<file path="src/hpcb_pkg.sv">
// Package: register indices, field positions, reset values and timing for the hub port config bank
`default_nettype none
package hpcb_pkg;

  localparam int IDX_W = 14;
  localparam int ADDR_W = 16;

  // Register indices; byte address is four times the index
  localparam logic [IDX_W-1:0] IDX_POWER_CONFIG = 14'h00E4;
  localparam logic [IDX_W-1:0] IDX_CONFIG_BYTE_TWO = 14'h00E5;
  localparam logic [IDX_W-1:0] IDX_CONFIG_BYTE_THREE = 14'h00E6;
  localparam logic [IDX_W-1:0] IDX_FIXED_PORT_FLAGS = 14'h00E7;
  localparam logic [IDX_W-1:0] IDX_HUB_STATUS = 14'h0100;
  localparam logic [IDX_W-1:0] IDX_PORT_NUMBERS = 14'h0101;
  localparam logic [IDX_W-1:0] IDX_PORT_OFF_SELF_POWERED = 14'h300A;
  localparam logic [IDX_W-1:0] IDX_PORT_OFF_BUS_POWERED = 14'h300B;
  localparam logic [IDX_W-1:0] IDX_PORT_REMAP_ONE_TWO = 14'h30FB;
  localparam logic [IDX_W-1:0] IDX_PORT_REMAP_THREE = 14'h30FC;

  // Writable bit masks; everything else is reserved and reads zero
  localparam logic [7:0] MASK_POWER_CONFIG = 8'h80;
  localparam logic [7:0] MASK_CONFIG_BYTE_TWO = 8'h38;
  localparam logic [7:0] MASK_CONFIG_BYTE_THREE = 8'h08;
  localparam logic [7:0] MASK_PORT_FLAGS = 8'h0E;
  localparam logic [7:0] MASK_PORT_REMAP = 8'hFF;

  // Field positions
  localparam int POS_POWER_SOURCE = 7;
  localparam int POS_DELAY_LO = 4;
  localparam int POS_COMPOUND = 3;
  localparam int POS_REMAP_SEL = 3;

  // Reset values
  localparam logic [7:0] RST_POWER_CONFIG = 8'h00;
  localparam logic [7:0] RST_CONFIG_BYTE = 8'h00;
  localparam logic [7:0] RST_PORT_FLAGS = 8'h00;
  localparam logic [7:0] RST_PORT_OFF = 8'h00;
  localparam logic [7:0] RST_PORT_REMAP = 8'h00;

  // Over-current filter delays and their cycle counts at the core clock
  localparam int CLOCK_KHZ = 20000;
  localparam int OC_DELAY0_NS = 50;
  localparam int OC_DELAY1_NS = 100;
  localparam int OC_DELAY2_NS = 200;
  localparam int OC_DELAY3_NS = 400;

  function automatic logic [3:0] hpcbNsToCycles(input int ns);
    int cyc;
    cyc = (ns * CLOCK_KHZ + 999999) / 1000000;
    if (cyc < 1) begin
      cyc = 1;
    end
    return cyc[3:0];
  endfunction

  localparam logic [3:0] OC_DELAY0_CYC = hpcbNsToCycles(OC_DELAY0_NS);
  localparam logic [3:0] OC_DELAY1_CYC = hpcbNsToCycles(OC_DELAY1_NS);
  localparam logic [3:0] OC_DELAY2_CYC = hpcbNsToCycles(OC_DELAY2_NS);
  localparam logic [3:0] OC_DELAY3_CYC = hpcbNsToCycles(OC_DELAY3_NS);

  // AXI responses
  localparam logic [1:0] RESP_OKAY = 2'h0;
  localparam logic [1:0] RESP_SLVERR = 2'h2;

  // Two strap pins to a port mask over bits 3:1: none, port 1, ports 1-2, ports 1-3
  function automatic logic [7:0] hpcbStrapMask(input logic [1:0] code);
    case (code)
      2'h0: return 8'h00;
      2'h1: return 8'h02;
      2'h2: return 8'h06;
      default: return 8'h0E;
    endcase
  endfunction

endpackage
`default_nettype wire

</file>
<file path="src/hpcb_oc_if.sv">
// Interface between the config bank and one over-current filter
`default_nettype none
interface hpcb_oc_if;
  logic [3:0] delayCycles;
  logic       senseIn;
  logic       tripped;

  modport owner (output delayCycles, output senseIn, input tripped);
  modport filter (input delayCycles, input senseIn, output tripped);
endinterface
`default_nettype wire

</file>
<file path="src/hpcb_config_bank.sv">
// Hub port config bank: AXI4-Lite registers, strap sampling, port numbering and over-current filters
`default_nettype none
module hpcb_config_bank
  import hpcb_pkg::*;
#(
  parameter int PORTS = 3
) (
  input  wire logic              clock,
  input  wire logic              reset,
  // AXI4-Lite slave
  input  wire logic [ADDR_W-1:0] s_axi_awaddr,
  input  wire logic              s_axi_awvalid,
  output logic                   s_axi_awready,
  input  wire logic [31:0]       s_axi_wdata,
  input  wire logic [3:0]        s_axi_wstrb,
  input  wire logic              s_axi_wvalid,
  output logic                   s_axi_wready,
  output logic [1:0]             s_axi_bresp,
  output logic                   s_axi_bvalid,
  input  wire logic              s_axi_bready,
  input  wire logic [ADDR_W-1:0] s_axi_araddr,
  input  wire logic              s_axi_arvalid,
  output logic                   s_axi_arready,
  output logic [31:0]            s_axi_rdata,
  output logic [1:0]             s_axi_rresp,
  output logic                   s_axi_rvalid,
  input  wire logic              s_axi_rready,
  // Pins
  input  wire logic              internalDefaultStrap,
  input  wire logic [1:0]        fixed_attach_straps,
  input  wire logic [1:0]        portDisableStraps,
  input  wire logic [PORTS-1:0]  overcurrentSense,
  // Hub-side outputs
  output logic                   hubCompound,
  output logic [PORTS-1:0]       fixedAttachPorts,
  output logic [PORTS-1:0]       portEnabled,
  output logic [2*PORTS-1:0]     logicalPortNum,
  output logic [1:0]             reportedPortCount,
  output logic [1:0]             overcurrent_delay_sel,
  output logic                   explicit_port_remap_sel,
  output logic                   power_source_sel,
  output logic [PORTS-1:0]       overcurrentTripped
);

  localparam int PIN_W = PORTS + 5;

  // Software-visible registers
  logic [7:0] powerConfig_reg;
  logic [7:0] configByteTwo_reg;
  logic [7:0] configByteThree_reg;
  logic [7:0] fixedPortFlags_reg;
  logic [7:0] portOffSelf_reg;
  logic [7:0] portOffBus_reg;
  logic [7:0] portRemapOneTwo_reg;
  logic [7:0] portRemapThree_reg;

  // AXI handshake state
  logic              awHeld_reg;
  logic              wHeld_reg;
  logic              awready_reg;
  logic              wready_reg;
  logic [IDX_W-1:0]  wrIdx_reg;
  logic              wrAligned_reg;
  logic [7:0]        wrData_reg;
  logic              wrLane_reg;
  logic              bvalid_reg;
  logic [1:0]        bresp_reg;
  logic              arready_reg;
  logic              rvalid_reg;
  logic [31:0]       rdata_reg;
  logic [1:0]        rresp_reg;

  // Pin synchronisers: three stages, accepted once stages two and three agree
  logic [PIN_W-1:0] pinSync1_reg;
  logic [PIN_W-1:0] pinSync2_reg;
  logic [PIN_W-1:0] pinSync3_reg;
  logic [PIN_W-1:0] pinStable_reg;
  logic [PIN_W-1:0] pinRaw;
  logic [PIN_W-1:0] pinAgree;

  assign pinRaw = {internalDefaultStrap, portDisableStraps, fixed_attach_straps, overcurrentSense};
  assign pinAgree = ~(pinSync2_reg ^ pinSync3_reg);

  always_ff @(posedge clock) begin
    if (reset) begin
      pinSync1_reg <= '0;
      pinSync2_reg <= '0;
      pinSync3_reg <= '0;
      pinStable_reg <= '0;
    end else begin
      pinSync1_reg <= pinRaw;
      pinSync2_reg <= pinSync1_reg;
      pinSync3_reg <= pinSync2_reg;
      pinStable_reg <= (pinSync2_reg & pinAgree) | (pinStable_reg & ~pinAgree);
    end
  end

  logic [PORTS-1:0] senseStable;
  logic [1:0]       fixedStrapStable;
  logic [1:0]       disableStrapStable;
  logic             useStraps;

  assign senseStable = pinStable_reg[PORTS-1:0];
  assign fixedStrapStable = pinStable_reg[PORTS+1:PORTS];
  assign disableStrapStable = pinStable_reg[PORTS+3:PORTS+2];
  assign useStraps = pinStable_reg[PORTS+4];

  // Write channel: either order, one write in flight; registered ready reopens as bvalid goes
  logic doWrite;
  assign doWrite = awHeld_reg && wHeld_reg && !bvalid_reg;
  assign s_axi_awready = awready_reg;
  assign s_axi_wready = wready_reg;

  always_ff @(posedge clock) begin
    if (reset) begin
      awHeld_reg <= 1'b0;
      wHeld_reg <= 1'b0;
      awready_reg <= 1'b0;
      wready_reg <= 1'b0;
      wrIdx_reg <= '0;
      wrAligned_reg <= 1'b0;
      wrData_reg <= 8'h00;
      wrLane_reg <= 1'b0;
    end else begin
      awready_reg <= !awHeld_reg && !(s_axi_awvalid && awready_reg) && (!bvalid_reg || s_axi_bready);
      wready_reg <= !wHeld_reg && !(s_axi_wvalid && wready_reg) && (!bvalid_reg || s_axi_bready);
      if (s_axi_awvalid && s_axi_awready) begin
        awHeld_reg <= 1'b1;
        wrIdx_reg <= s_axi_awaddr[ADDR_W-1:2];
        wrAligned_reg <= (s_axi_awaddr[1:0] == 2'h0);
      end else if (doWrite) begin
        awHeld_reg <= 1'b0;
      end
      if (s_axi_wvalid && s_axi_wready) begin
        wHeld_reg <= 1'b1;
        wrData_reg <= s_axi_wdata[7:0];
        wrLane_reg <= s_axi_wstrb[0];
      end else if (doWrite) begin
        wHeld_reg <= 1'b0;
      end
    end
  end

  // Decode of a stored write address; a misaligned address is unmapped
  logic wrMapped;
  always_comb begin
    case (wrIdx_reg)
      IDX_POWER_CONFIG, IDX_CONFIG_BYTE_TWO, IDX_CONFIG_BYTE_THREE, IDX_FIXED_PORT_FLAGS,
      IDX_HUB_STATUS, IDX_PORT_NUMBERS, IDX_PORT_OFF_SELF_POWERED, IDX_PORT_OFF_BUS_POWERED,
      IDX_PORT_REMAP_ONE_TWO, IDX_PORT_REMAP_THREE: wrMapped = wrAligned_reg;
      default: wrMapped = 1'b0;
    endcase
  end

  // Write response; status registers accept and ignore writes
  always_ff @(posedge clock) begin
    if (reset) begin
      bvalid_reg <= 1'b0;
      bresp_reg <= RESP_OKAY;
    end else if (doWrite) begin
      bvalid_reg <= 1'b1;
      bresp_reg <= wrMapped ? RESP_OKAY : RESP_SLVERR;
    end else if (s_axi_bready) begin
      bvalid_reg <= 1'b0;
    end
  end

  // Register writes; only byte lane 0 carries data, reserved bits masked off
  logic wrEn;
  assign wrEn = doWrite && wrAligned_reg && wrLane_reg;

  always_ff @(posedge clock) begin
    if (reset) begin
      powerConfig_reg <= RST_POWER_CONFIG;
      configByteTwo_reg <= RST_CONFIG_BYTE;
      configByteThree_reg <= RST_CONFIG_BYTE;
      fixedPortFlags_reg <= RST_PORT_FLAGS;
      portOffSelf_reg <= RST_PORT_OFF;
      portOffBus_reg <= RST_PORT_OFF;
      portRemapOneTwo_reg <= RST_PORT_REMAP;
      portRemapThree_reg <= RST_PORT_REMAP;
    end else if (wrEn) begin
      case (wrIdx_reg)
        IDX_POWER_CONFIG: powerConfig_reg <= wrData_reg & MASK_POWER_CONFIG;
        IDX_CONFIG_BYTE_TWO: configByteTwo_reg <= wrData_reg & MASK_CONFIG_BYTE_TWO;
        IDX_CONFIG_BYTE_THREE: configByteThree_reg <= wrData_reg & MASK_CONFIG_BYTE_THREE;
        IDX_FIXED_PORT_FLAGS: fixedPortFlags_reg <= wrData_reg & MASK_PORT_FLAGS;
        IDX_PORT_OFF_SELF_POWERED: portOffSelf_reg <= wrData_reg & MASK_PORT_FLAGS;
        IDX_PORT_OFF_BUS_POWERED: portOffBus_reg <= wrData_reg & MASK_PORT_FLAGS;
        IDX_PORT_REMAP_ONE_TWO: portRemapOneTwo_reg <= wrData_reg & MASK_PORT_REMAP;
        IDX_PORT_REMAP_THREE: portRemapThree_reg <= wrData_reg & MASK_PORT_REMAP;
        default: begin
        end
      endcase
    end
  end

  // Effective configuration, from straps under the internal default option
  logic [7:0] fixedMask;
  logic [7:0] offMask;
  logic       compoundNext;
  logic       remapSel;

  always_comb begin
    remapSel = configByteThree_reg[POS_REMAP_SEL];
    if (useStraps) begin
      fixedMask = hpcbStrapMask(fixedStrapStable);
      offMask = hpcbStrapMask(disableStrapStable);
      compoundNext = |fixedMask;
    end else begin
      fixedMask = fixedPortFlags_reg;
      offMask = powerConfig_reg[POS_POWER_SOURCE] ? portOffSelf_reg : portOffBus_reg;
      compoundNext = configByteTwo_reg[POS_COMPOUND];
    end
  end

  // Port numbering; zero means the port is not offered to the host
  logic [2*PORTS-1:0] numNext;
  logic [PORTS-1:0]   enNext;
  logic [1:0]         countNext;
  logic [1:0]         slot;
  logic [15:0]        remapAll;

  assign remapAll = {portRemapThree_reg, portRemapOneTwo_reg};

  always_comb begin
    slot = 2'h0;
    numNext = '0;
    enNext = '0;
    for (int p = 0; p < PORTS; p++) begin
      if (remapSel) begin
        numNext[2*p +: 2] = remapAll[4*p +: 2];
      end else if (!offMask[p+1]) begin
        slot = slot + 2'h1;
        numNext[2*p +: 2] = slot;
      end
      enNext[p] = (numNext[2*p +: 2] != 2'h0);
    end
    countNext = 2'h0;
    for (int p = 0; p < PORTS; p++) begin
      countNext = countNext + {1'b0, enNext[p]};
    end
  end

  // Registered hub-side outputs; a disabled port never shows fixed-attach
  always_ff @(posedge clock) begin
    if (reset) begin
      hubCompound <= 1'b0;
      fixedAttachPorts <= '0;
      portEnabled <= '0;
      logicalPortNum <= '0;
      reportedPortCount <= 2'h0;
      overcurrent_delay_sel <= 2'h0;
      explicit_port_remap_sel <= 1'b0;
      power_source_sel <= 1'b0;
    end else begin
      hubCompound <= compoundNext;
      fixedAttachPorts <= fixedMask[PORTS:1] & enNext;
      portEnabled <= enNext;
      logicalPortNum <= numNext;
      reportedPortCount <= countNext;
      overcurrent_delay_sel <= configByteTwo_reg[POS_DELAY_LO +: 2];
      explicit_port_remap_sel <= remapSel;
      power_source_sel <= powerConfig_reg[POS_POWER_SOURCE];
    end
  end

  // Delay code to filter length; counts derive from the clock rate
  logic [3:0] delayCycles;
  always_comb begin
    case (configByteTwo_reg[POS_DELAY_LO +: 2])
      2'h0: delayCycles = OC_DELAY0_CYC;
      2'h1: delayCycles = OC_DELAY1_CYC;
      2'h2: delayCycles = OC_DELAY2_CYC;
      default: delayCycles = OC_DELAY3_CYC;
    endcase
  end

  // One filter per port; the filter adds to the synchroniser latency
  logic [PORTS-1:0] trippedNext;
  for (genvar g = 0; g < PORTS; g++) begin : gOc
    hpcb_oc_if ocLink ();
    assign ocLink.delayCycles = delayCycles;
    assign ocLink.senseIn = senseStable[g];
    assign trippedNext[g] = ocLink.tripped;
    hpcb_oc_filter uFilter (
      .clock (clock),
      .reset (reset),
      .oc    (ocLink)
    );
  end

  always_ff @(posedge clock) begin
    if (reset) begin
      overcurrentTripped <= '0;
    end else begin
      overcurrentTripped <= trippedNext;
    end
  end

  // Read channel: one read in flight, answer registered on the same edge that takes the address
  logic [7:0]  rdByte;
  logic        rdMapped;
  logic [IDX_W-1:0] rdIdx;
  assign rdIdx = s_axi_araddr[ADDR_W-1:2];

  always_comb begin
    rdMapped = (s_axi_araddr[1:0] == 2'h0);
    case (rdIdx)
      IDX_POWER_CONFIG: rdByte = powerConfig_reg;
      IDX_CONFIG_BYTE_TWO: rdByte = configByteTwo_reg;
      IDX_CONFIG_BYTE_THREE: rdByte = configByteThree_reg;
      IDX_FIXED_PORT_FLAGS: rdByte = fixedPortFlags_reg;
      IDX_HUB_STATUS: rdByte = {overcurrentTripped, reportedPortCount, hubCompound, useStraps, 1'b0};
      IDX_PORT_NUMBERS: rdByte = {2'h0, logicalPortNum};
      IDX_PORT_OFF_SELF_POWERED: rdByte = portOffSelf_reg;
      IDX_PORT_OFF_BUS_POWERED: rdByte = portOffBus_reg;
      IDX_PORT_REMAP_ONE_TWO: rdByte = portRemapOneTwo_reg;
      IDX_PORT_REMAP_THREE: rdByte = portRemapThree_reg;
      default: begin
        rdByte = 8'h00;
        rdMapped = 1'b0;
      end
    endcase
    if (!rdMapped) begin
      rdByte = 8'h00;
    end
  end

  always_ff @(posedge clock) begin
    if (reset) begin
      arready_reg <= 1'b0;
      rvalid_reg <= 1'b0;
      rdata_reg <= 32'h0000_0000;
      rresp_reg <= RESP_OKAY;
    end else if (s_axi_arvalid && arready_reg) begin
      arready_reg <= 1'b0;
      rvalid_reg <= 1'b1;
      rdata_reg <= {24'h00_0000, rdByte};
      rresp_reg <= rdMapped ? RESP_OKAY : RESP_SLVERR;
    end else if (rvalid_reg) begin
      if (s_axi_rready) begin
        rvalid_reg <= 1'b0;
        arready_reg <= 1'b1;
      end
    end else begin
      arready_reg <= 1'b1;
    end
  end

  assign s_axi_arready = arready_reg;
  assign s_axi_rvalid = rvalid_reg;
  assign s_axi_rdata = rdata_reg;
  assign s_axi_rresp = rresp_reg;
  assign s_axi_bvalid = bvalid_reg;
  assign s_axi_bresp = bresp_reg;

endmodule
`default_nettype wire

</file>
<file path="src/hpcb_oc_filter.sv">
// Over-current filter: trips once sense has held for the selected number of cycles
`default_nettype none
module hpcb_oc_filter
  import hpcb_pkg::*;
(
  input  wire logic   clock,
  input  wire logic   reset,
  hpcb_oc_if.filter   oc
);

  logic [3:0] count_reg;
  logic       trip_reg;

  // Glitches shorter than the delay never reach the trip flag
  always_ff @(posedge clock) begin
    if (reset || !oc.senseIn) begin
      count_reg <= 4'h0;
      trip_reg <= 1'b0;
    end else if (count_reg + 4'h1 >= oc.delayCycles) begin
      trip_reg <= 1'b1;
    end else begin
      count_reg <= count_reg + 4'h1;
    end
  end

  assign oc.tripped = trip_reg;

endmodule
`default_nettype wire

</file>
<file path="config.mk">
export PLATFORM = sky130hd
export DESIGN_NAME = hpcb_config_bank
export DESIGN_NICKNAME = d
export VERILOG_FILES = /design/src/hpcb_pkg.sv /design/src/hpcb_oc_if.sv /design/src/hpcb_config_bank.sv /design/src/hpcb_oc_filter.sv
export SDC_FILE = /design/constraint.sdc
export NUM_CORES = 1
export LEC_CHECK = 0
export BUFFER_PORTS_ARGS = -buffer_cell sky130_fd_sc_hd__buf_4
export CORE_MARGIN = 4
export CORE_UTILIZATION = 55
export CTS_BUF_LIST = sky130_fd_sc_hd__clkbuf_16
export DETAILED_ROUTE_END_ITERATION = 8
export PLACE_DENSITY = 0.87
export SETUP_SLACK_MARGIN = 0.15
export SLEW_MARGIN = 20
export SYNTH_ARGS = -nofsm -noshare
export SYNTH_HDL_FRONTEND = slang
export SYNTH_SLANG_ARGS = --single-unit
</file>
<file path="constraint.sdc">
create_clock -name clock -period 4.33 [get_ports clock]
set_clock_uncertainty 0.15 [all_clocks]
set_input_delay 0.6495 -clock clock [delete_from_list [all_inputs] [get_ports clock]]
set_output_delay 0.6495 -clock clock [all_outputs]
set_load 0.02 [all_outputs]
</file>
Yosys cells after proc, flatten, opt, wreduce, memory -nomap -nowiden:

Cells that the tools add are included.

* flip-flop bits (word level): 142
* logic and storage cells: 164
* bits of input ports: 83
* output and inout bits: 63

* order comparisons: 3
* equality and inequality tests: 27
* $add $sub $neg: 7
* reduce and logical (&&, ||, !) cells: 46
* mux-type cells: 33
* bitwise gates (word level): 7

Operator list (number)
* $eq 14x14->1 const B: 8
* $eq 14x8->1 const B: 8
* $pmux 8 s10: 1
* $eq 14x9->1 const B: 4
* $pmux 4 s3: 3
* $reduce_or 10->1: 2
* $mux 2: 9
* $and 8x8->8: 2
* $mux 8: 2
* $not 8->8: 2
* $reduce_and 2->1: 8
* $mux 1: 15
* $add 4x1->4 const B: 3
* $ge 4x4->1: 3
* $mux 4: 3
* $reduce_bool 2->1: 6
* $logic_and 1x1->1: 11
* $logic_not 2->1: 5
* $logic_not 1->1: 8
* $or 8x8->8: 1
* $reduce_or 8->1: 1
* $xor 8x8->8: 1
* $eq 2x1->1 const B: 3
* $eq 2x2->1 const B: 3
* other kinds (7): 11

Depth between registers and ports, before layout:

Gate-level depths: netlist (run 1).

* depth in word-level cells: 13
* depth in mapped cells: 11
* mapped depth without buffers: 10

Cells and area by module:

A second synthesis (run 1) with hierarchy kept.

* cells, all modules: 669
* area, all modules: 6124.6 sq um

By module, submodules not included
* hpcb_config_bank: seq. area each 2502.4 sq um, area an instance 5205.0 sq um, cells an instance 570, instances 1
* hpcb_oc_filter: seq. area each 100.1 sq um, area an instance 306.5 sq um, cells an instance 33, instances 3

Least setup slack after synthesis (run 1):

Ideal clock, no wire load.

* kind: register to register
* start point: register powerConfig_reg[7]
* end point: register fixedAttachPorts[2]
* data required time: 4110 ps
* arrival time: 2186 ps
* library setup time: 70 ps
* cell stages (with the launch flop): 11
* path slack: 1924 ps
* buffers on the path: 1
* period minus slack after synthesis: 2406 ps
* cell sequence: dfxtp_1 buf_2 mux2i_1 mux2i_1 or2_2 ha_1 nor2b_1 or4_1 a21oi_1 or2_1 a21boi_1

* longest elaborated chain between the ends: 12

Ends and longest elaborated chain
* start: declaration: RTL line hpcb_config_bank.sv:48 `logic [7:0] powerConfig_reg;`
* start signal: assignment: RTL line hpcb_config_bank.sv:184 `IDX_POWER_CONFIG: powerConfig_reg <= wrData_reg & MASK_POWER_CONFIG;`
* $mux 4 (*): RTL line hpcb_config_bank.sv:212 `offMask = powerConfig_reg[POS_POWER_SOURCE] ? portOffSelf_reg : portOffBus_reg;`
* $mux 4 (*): RTL line hpcb_config_bank.sv:206 `if (useStraps) begin`
* $mux 1: RTL line hpcb_config_bank.sv:233 `end else if (!offMask[p+1]) begin`
* $mux 1: RTL line hpcb_config_bank.sv:231 `if (remapSel) begin`
* $add 2x1->2: RTL line hpcb_config_bank.sv:234 `slot = slot + 2'h1;`
* $mux 2: RTL line hpcb_config_bank.sv:233
* $mux 2: RTL line hpcb_config_bank.sv:231
* $add 2x1->2: RTL line hpcb_config_bank.sv:234
* $mux 2 (*): RTL line hpcb_config_bank.sv:233
* $mux 2 (*): RTL line hpcb_config_bank.sv:231
* $reduce_bool 2->1 (*): RTL line hpcb_config_bank.sv:237 `enNext[p] = (numNext[2*p +: 2] != 2'h0);`
* $and 3x3->3 (*): RTL line hpcb_config_bank.sv:258 `fixedAttachPorts <= fixedMask[PORTS:1] & enNext;`
* end signal: assignment: RTL line hpcb_config_bank.sv:258
* end: declaration: RTL line hpcb_config_bank.sv:35 `output logic [PORTS-1:0] fixedAttachPorts,`

Mark *: on every way between the ends. The rest lies on a longest branch, timed or not.
A chain may end at the register's enable or synchronous reset.

Final worst setup path (run 1):

Ends and elaborated chain as after synthesis.

==> results of run 1 <==
-- synth_stat cells, drive strengths merged, types with 3 or more instances --
cell type	count	area (um^2)
nand4b	3	26.3
nor2	81	304
a222oi	3	30.0
mux2	5	56.3
dfxtp	140	2800
ha	17	213
a21o	9	67.6
xnor2	12	105
nand4	5	31.3
inv	11	41.3
clkbuf	22	82.6
mux2i	44	440
nor2b	32	200
o21ai	14	70.1
a221oi	4	35.0
and4	3	26.3
a211oi	6	45.0
and2	3	18.8
a21oi	51	255
nor3b	3	22.5
a32o	3	30.0
nand2b	12	75.1
nor4	4	55.1
buf	34	233
nand3	14	82.6
nor3	17	113
nand2	81	304
xor2	3	26.3
-- power groups by stage --
stage / logic [mW] / clock network (mW) / registers, mW
floorplan: 0.116 / 0 / 1.37
global placement: 0.171 / 0 / 1.37
detailed placement: 0.176 / 0 / 1.37
CTS: 0.178 / 1.44 / 1.34
global route: 0.193 / 1.50 / 1.35
finish: 0.179 / 1.42 / 1.34
-- cell type report --
class	count	share of cell area, %
Inverter	11	0.565
Sequential cell	140	38.4
Clock buffer	17	5.82
Timing Repair Buffer	93	9.56
Multi-Input combinational cell	485	41.2
Clock inverter	14	2.12
Tap cell	140	2.40
-- path summary, 6_finish.rpt --
path                                    startpoint             endpoint  slack [ns]  cells after the start
worst max-delay path            powerConfig_reg[7]  fixedAttachPorts[2]        1.54                      9
worst min-delay path               pinSync1_reg[5]      pinSync2_reg[5]        0.29                      1
worst max register to register  powerConfig_reg[7]  fixedAttachPorts[2]        1.54                      9
worst min register to register     pinSync1_reg[5]      pinSync2_reg[5]        0.29                      1
-- per-layer routing --
metal  vias up  global-route usage (%)
met5         -                       0
met4         0                    9.38
met3        38                    5.67
met2       205                    39.0
met1      2355                    26.5
li1       2401                       -
-- cells by family after synthesis --
| kind of cell | synth area share (%) |
|---|---|
| adder cells (fa/ha/maj) | 3.83 |
| XOR/XNOR | 2.16 |
| flip-flops | 46.2 |
| other | 0.0618 |
| AO/OA/AOI/OAI | 11.1 |
| buffers and inverters | 5.87 |
| multiplexers | 8.18 |
| AND/OR/NAND/NOR | 22.7 |
-- cell usage in the layout (no fill, tap or decap), types with 3 or more instances in the layout --
master / count
a211oi_1: 6
a21o_1: 9
a21oi_1: 51
a221oi_1: 4
a222oi_1: 3
a32o_1: 3
and2_1: 3
and4_1: 3
buf_4: 93
bufinv_16: 3
clkbuf_16: 17
clkinv_2: 5
conb_1: 26
dfxtp_1: 140
ha_1: 17
inv_1: 12
mux2_2: 5
mux2i_1: 44
nand2_1: 81
nand2b_1: 12
nand3_1: 13
nand4_1: 5
nand4b_1: 3
nor2_1: 81
nor2b_1: 32
nor3_1: 14
nor3b_1: 3
o21ai_0: 13
xnor2_1: 12
xor2_1: 3
-- worst max-delay path, cell delays in order, from the launching register on --
cell      delay [ns]
dfxtp_1         0.51
mux2i_1         0.23
mux2i_1         0.11
or2_2           0.31
ha_1            0.33
nor2b_1         0.15
or4_1           0.42
a21oi_1         0.20
or2_1           0.17
a21boi_1        0.15
==> results.json, run 1 <==
{
  "status": "finished, final reports clean",
  "grt_util_all_layers_pct": 22.5,
  "avgSynthCellArea_um2": 9.10,
  "cts_tree": "yes",
  "maxSlewViolCount": 0,
  "syn2layout_area_growth_pct": 20.3,
  "regArea_um2": 2800,
  "ys_ff_latch": 140,
  "cts_resized": 0,
  "wirelength_met1_mm": 5.71,
  "die_h_um": 113,
  "io_pins": 146,
  "antenna_found_initial": 0,
  "dr.pass1.iters": 5,
  "synth_flop_cell": "dfxtp_1",
  "hold_viol_final": 0,
  "placed_cells": 869,
  "power_leakage_nw": 2.96,
  "wl_met2_mm": 7.15,
  "synth_edf_count": 0,
  "seq_area_frac_synth_pct": 46.2,
  "finalPower_mw": 2.94,
  "h-tree-depth": 4,
  "core_um2": 10800,
  "highest_layer": "met4",
  "cts_buffers": 17,
  "path_class": "reg2reg",
  "grt_pass1_wl_mm": 22.9,
  "largest_reg_flops": 14,
  "p_int_mw": 2.28,
  "setup_ws_ns": 1.54,
  "period_minus_slack_ns": 2.79,
  "vias_per_cell": 5.55,
  "pre_cts_slack_ns": 1.58,
  "wl_met3_um": 991,
  "cp_data_arrival_time_ns": 2.98,
  "synthCells": 667,
  "p_sw_mw": 0.659,
  "hold_ws_ns": 0.286,
  "gp_congestion": 0.859,
  "grt_max_degree": 89,
  "rsz0062_at_grt": "no",
  "root_buffer": "clkbuf_16",
  "worstMarginPinSlew_ns": 0.894,
  "clk_latency_ns": 0.42,
  "grt_pass1_vias": 4866,
  "maxCapViolations": 0,
  "setup_tns_ns": 0,
  "fp.dieW_um": 113,
  "ys_types": 60,
  "end_kind": "flip-flop",
  "die_area_um2": 12800,
  "async_flop_share_pct": 0,
  "syn_area_um2": 6070,
  "cts.sinks": 140,
  "start_util_pct": 56.0,
  "fmax_ghz": 0.359,
  "dpl_cell_area_um2": 6720,
  "clk_pin_slew_worst_paths_ns": 0.05,
  "fin_util_pct": 67.4,
  "final_layout_size_suffix_gt1_share_pct": 18.0,
  "cts_buffer_depth": 2,
  "hp-class": "reg2reg",
  "clockPowerShare_pct": 48.3,
  "diodes": 0,
  "peakVddDrop_uv": 258,
  "power_density_nw_per_um2": 403,
  "port_buffers": 92,
  "crit_required_ns": 4.53,
  "vias": 4999,
  "hpwl_mm": 10.1,
  "rows": 38,
  "setup_viol": 0,
  "fin_nets": 849,
  "wirelength_mm": 14.2,
  "comb_power_share_pct": 6.1,
  "drtIter0Drc": 319,
  "final.fill_count": 827,
  "cts_setup_buffers": 0,
  "drc_errors": 0,
  "multi_input_area_um2": 3010,
  "netSwitchingFraction_pct": 22.4,
  "routedWlPerCell_um": 15.8,
  "overflow": 0,
  "start_kind": "flip-flop",
  "holdBufCountCts": 0,
  "yosysWarnings": 0,
  "power_frac_seq_pct": 45.6,
  "crit_fanout": 6,
  "stdcell_area_um2": 7300,
  "finalNonFillerCells": 900,
  "period_share_pct": 64.3,
  "antenna_left": 0,
  "relSlewSlack_pct": 40.4
}
No activity file was read; power rests on OpenSTA's default activity.
==> run 2, diff against run 1 <==
CORE_UTILIZATION = 53   (was 55)
PLACE_DENSITY = 0.84   (was 0.87)
clock period = 2.77 ns   (was 4.33 ns; I/O delays follow)
==> run 2 against run 1 <==
  * Die area up 3.5%
  * Hold slack worse by 0.22 ns
  * Via count down 0.98%
  * Cell area up 2.2%
  * Clock power up 69%
  * Non-clock buffer count up 10
  * Global-route usage down 0.54 points
  * Core utilization up 0.32 points
  * Flip-flop and latch count unchanged
  * Setup slack worse by 1.3 ns
  * Final cell count up 1.1%
  * Critical path depth up 1
==> results.json, run 2 (synthesized netlist as in run 1, its figures left out) <==
{
  "drtIter0Drc": 222,
  "grt_pass1_wl_mm": 23.1,
  "io_pins": 146,
  "hpwl_mm": 10.2,
  "power_leakage_nw": 3.04,
  "root_buffer": "clkbuf_16",
  "setup_viol": 0,
  "period_minus_slack_ns": 2.54,
  "finalPower_mw": 4.78,
  "syn2layout_area_growth_pct": 23.0,
  "largest_reg_flops": 14,
  "antenna_left": 0,
  "vias_per_cell": 5.44,
  "gp_congestion": 0.927,
  "final_common_cell": "dfxtp_1",
  "wirelength_mm": 14.2,
  "hold_viol_final": 0,
  "cts_buffer_depth": 2,
  "crit_required_ns": 2.96,
  "relSlewSlack_pct": 59.6,
  "routedWlPerCell_um": 15.6,
  "h-tree-depth": 4,
  "status": "finished, final reports clean",
  "finalNonFillerCells": 910,
  "path_class": "reg2reg",
  "peakVddDrop_uv": 473,
  "hp-class": "in2reg",
  "grt_max_degree": 48,
  "cts_buffers": 17,
  "start_kind": "flip-flop",
  "core_um2": 11000,
  "grt_util_all_layers_pct": 21.9,
  "antenna_found_initial": 0,
  "vias": 4950,
  "placed_cells": 878,
  "die_h_um": 115,
  "diodes": 0,
  "dr.pass1.iters": 6,
  "cp_data_arrival_time_ns": 2.73,
  "grt_pass1_vias": 4889,
  "rows": 38,
  "crit_fanout": 4,
  "maxSlewViolCount": 0,
  "final_cell_mix": "dfxtp_1, buf_4, nor2_1, nand2_1, a21oi_1",
  "fp.dieW_um": 115,
  "clk_latency_ns": 0.41,
  "cts.sinks": 140,
  "overflow": 0,
  "dpl_cell_area_um2": 6790,
  "setup_tns_ns": 0,
  "cts_tree": "yes",
  "stdcell_area_um2": 7470,
  "power_density_nw_per_um2": 640,
  "end_kind": "flip-flop",
  "port_buffers": 92,
  "drc_errors": 0,
  "worstMarginPinSlew_ns": 0.604,
  "fin_nets": 859,
  "maxCapViolations": 0,
  "start_util_pct": 55.0,
  "fmax_ghz": 0.394,
  "die_area_um2": 13200,
  "rsz0062_at_grt": "no",
  "final_layout_size_suffix_gt1_share_pct": 19.7,
  "period_share_pct": 91.6,
  "clk_pin_slew_worst_paths_ns": 0.06,
  "hold_ws_ns": 0.0649
}
==> run 2: changes by cell type in the layout (fill, tap and decap cells not counted), sizes merged <==
| cell | delta |
|---|---|
| clkinv | -4 |
| buf | +10 |
| inv | +2 |
| bufinv | +2 |
==> run 2: critical path, stage by stage (launching register included) <==
cell and delay, ns:
dfxtp_2 0.33, mux2i_4 0.19, mux2i_2 0.24, or2_4 0.19
inv_1 0.04, ha_1 0.23, nor2b_1 0.15, or4_1 0.49
a21oi_2 0.16, or2_1 0.15, a21boi_1 0.15
==> run 2: per-stage QoR <==
stage,worst slack [ns],utilization (%)
floorplan,0.364,-
global placement,0.321,61.6
detailed placement,0.209,61.6
CTS,0.176,67.5
global route,0.152,67.7
finish,0.232,67.7
==> run 2: final timing paths <==
check,cells after the start,slack (ns),from,end
setup / recovery,10,0.23,powerConfig_reg[7],fixedAttachPorts[2]
hold reg to reg,1,0.28,pinSync1_reg[6],pinSync2_reg[6]
hold / removal,2,0.06,fixed_attach_straps[0],pinSync1_reg[3]
setup reg to reg,10,0.23,powerConfig_reg[7],fixedAttachPorts[2]
==> run 2: cell type report <==
cell class / count / area, um^2
Sequential cell: 140 / 2810
Inverter: 11 / 41.3
Timing Repair Buffer: 103 / 773
Clock buffer: 17 / 425
Fill cell: 874 / 3560
Multi-Input combinational cell: 485 / 3040
Clock inverter: 14 / 203
Tap cell: 140 / 175
==> run 2: what timing repair did <==
| action | 4_1_cts | 5_1_grt |
|---|---|---|
| setup buffers | 1 | 0 |
| pin swaps | 0 | 1 |
| endpoints found under the setup margin | 1 | 1 |
| gates resized for setup | 5 | 4 |
| hold buffers | 0 | 0 |
| endpoints found under the hold margin | 0 | 0 |
==> run 2: power breakdown <==
group          internal, mW  switching (mW)
Sequential             2.06          0.0357
Combinational         0.115           0.165
Clock                  1.58           0.821
==> run 2: per-layer routing <==
metal  global-route usage, %  wire (um)
met5                       0          0
met4                    8.22        251
met3                    5.16        930
met2                    38.0       7060
met1                    26.5       5990
==> run 3, diff against run 2 <==
CORE_MARGIN = 2   (was 4)
CORE_UTILIZATION = 50   (was 53)
PLACE_DENSITY = 0.8   (was 0.84)
==> run 3 against run 2 <==
  * Fmax up 2.0%
  * Non-clock buffer count down 4
  * Global-route usage down 0.43 points
  * First-iteration DRC count up 18%
  * Die area down 1.4%
  * Sequential share of layout area up 0.20 points
  * Core utilization down 5.4 points
  * Hold slack worse by 0.0031 ns
  * Cell area down 0.57%
==> results.json, run 3 (synthesized netlist as in run 1, its figures left out) <==
{
  "status": "finished, final reports clean",
  "diodes": 0,
  "maxCapViolations": 0,
  "hold_ws_ns": 0.0618,
  "clk_latency_ns": 0.41,
  "die_h_um": 114,
  "drc_errors": 0,
  "comb_power_share_pct": 5.8,
  "grt_max_degree": 56,
  "root_buffer": "clkbuf_16",
  "netSwitchingFraction_pct": 21.4,
  "critPathMaxStageDelay_ns": 0.42,
  "h-tree-depth": 4,
  "reg2reg_setup_slack_ns": 0.28,
  "start_util_pct": 51.0,
  "cts_tree": "yes",
  "crit_path_top_delay_cell": "or4_1",
  "overflow": 0,
  "power_leakage_nw": 3.03,
  "p_sw_mw": 1.03,
  "cts.sinks": 140,
  "wirelength_mm": 13.7,
  "power_frac_seq_pct": 43.9,
  "grt_util_all_layers_pct": 21.5,
  "largest_reg_flops": 14,
  "antenna_left": 0,
  "fin_util_pct": 62.3,
  "crit_required_ns": 2.96,
  "fmax_ghz": 0.402,
  "grt_pass1_vias": 4699,
  "cts_buffer_depth": 2,
  "final_common_cell": "dfxtp_1",
  "syn2layout_area_growth_pct": 22.3,
  "setup.worst_path.start": "powerConfig_reg[7]",
  "vias": 4898,
  "worstReg2RegEnd": "fixedAttachPorts[2]",
  "grt_pass1_wl_mm": 22.1,
  "path_class": "reg2reg",
  "cp_cell_sequence": "mux2i_1, mux2i_1, or2_2, ha_1, nor2b_1, or4_1, a21oi_2, or2_1, a21boi_1",
  "maxSlewViolCount": 0,
  "die_area_um2": 13000,
  "cpMostUsedCell": "mux2i_1",
  "cp_data_arrival_time_ns": 2.68,
  "routedWlPerCell_um": 15.0,
  "finalPower_mw": 4.78,
  "peakVddDrop_uv": 444,
  "dr.pass1.iters": 5,
  "reg2reg_from": "powerConfig_reg[7]",
  "crit_buf_inv": 0,
  "clockPowerShare_pct": 50.3,
  "setup_tns_ns": 0,
  "gp_congestion": 0.860,
  "hold_viol_final": 0,
  "final_cell_mix": "dfxtp_1, buf_4, nor2_1, nand2_1, a21oi_1",
  "clk_pin_slew_worst_paths_ns": 0.06,
  "start_kind": "flip-flop",
  "p_int_mw": 3.76,
  "vias_per_cell": 5.36,
  "r2r.worst_path.cells": 9,
  "port_buffers": 92,
  "power_density_nw_per_um2": 644,
  "rows": 40,
  "cts_buffers": 17,
  "end_kind": "flip-flop",
  "final_layout_size_suffix_gt1_share_pct": 18.8,
  "io_pins": 146,
  "worstMarginPinSlew_ns": 0.576,
  "fp.dieW_um": 114,
  "period_minus_slack_ns": 2.49,
  "setup_viol": 0,
  "hp-class": "in2reg",
  "period_share_pct": 89.8,
  "relSlewSlack_pct": 61.5,
  "antenna_found_initial": 0,
  "holdBufCountCts": 0,
  "drtIter0Drc": 262,
  "critical_path.top_delay_family": "simple AND/OR/NAND/NOR gates",
  "rsz0062_at_grt": "no",
  "crit_fanout": 3,
  "hpwl_mm": 9.85,
  "cp.depth": 9,
  "crit_end": "fixedAttachPorts[2]",
  "fin_nets": 855,
  "core_um2": 11900
}
-- run 3: worst min-delay path by stage --
stage | from | end | slack (ns) | cells past startpoint
2_1_floorplan | awHeld_reg | s_axi_awready | 0.26 | 1
4_1_cts | portDisableStraps[0] | pinSync1_reg[5] | 0.05 | 2
3_3_place_gp | pinSync1_reg[3] | pinSync2_reg[3] | 0.27 | 1
3_5_place_dp | pinSync1_reg[7] | pinSync2_reg[7] | 0.27 | 1
5_1_grt | internalDefaultStrap | pinSync1_reg[7] | 0.06 | 2
6_report | portDisableStraps[0] | pinSync1_reg[5] | 0.06 | 2
-- run 3: what timing repair did --
item / CTS / global route
setup endpoints to repair: 0 / 1
gates resized for setup: 0 / 2
setup buffers: 0 / 1
-- run 3: layout make-up --
cell class	instances	area, um^2
inverter	11	41.3
clock buffer	17	425
sequential	140	2800
multi-input combinational	485	3010
fill	1004	4490
clock inverter	15	205
timing repair buffer	99	756
tap	147	184
-- run 3: through the flow --
stage	cell area [um^2]	setup slack (ns)	std cells
finish	7420	0.282	914
global route	7420	0.151	914
CTS	7410	0.213	913
detailed placement	6780	0.226	881
global placement	6780	0.334	881
floorplan	6160	0.364	692
-- run 3: routing by layer --
metal,vias up,share of wire [%],track usage (%)
li1,2421,-,-
met1,2307,43,26.9
met2,144,50,36.6
met3,26,4.9,4.08
met4,0,1.8,8.78
met5,-,0,0
-- run 3: power by group through the flow --
stage	Sequential (mW)	Clock [mW]	Combinational, mW
floorplan	2.14	0	0.181
detailed placement	2.14	0	0.274
CTS	2.10	2.44	0.276
global placement	2.14	0	0.268
finish	2.10	2.41	0.276
global route	2.10	2.53	0.305
-- run 3: worst register-to-register path: stages, from the launching register on --
cell      delay (ns)
dfxtp_2         0.34
mux2i_1         0.18
mux2i_1         0.12
or2_2           0.31
ha_1            0.33
nor2b_1         0.14
or4_1           0.42
a21oi_2         0.16
or2_1           0.13
a21boi_1        0.14
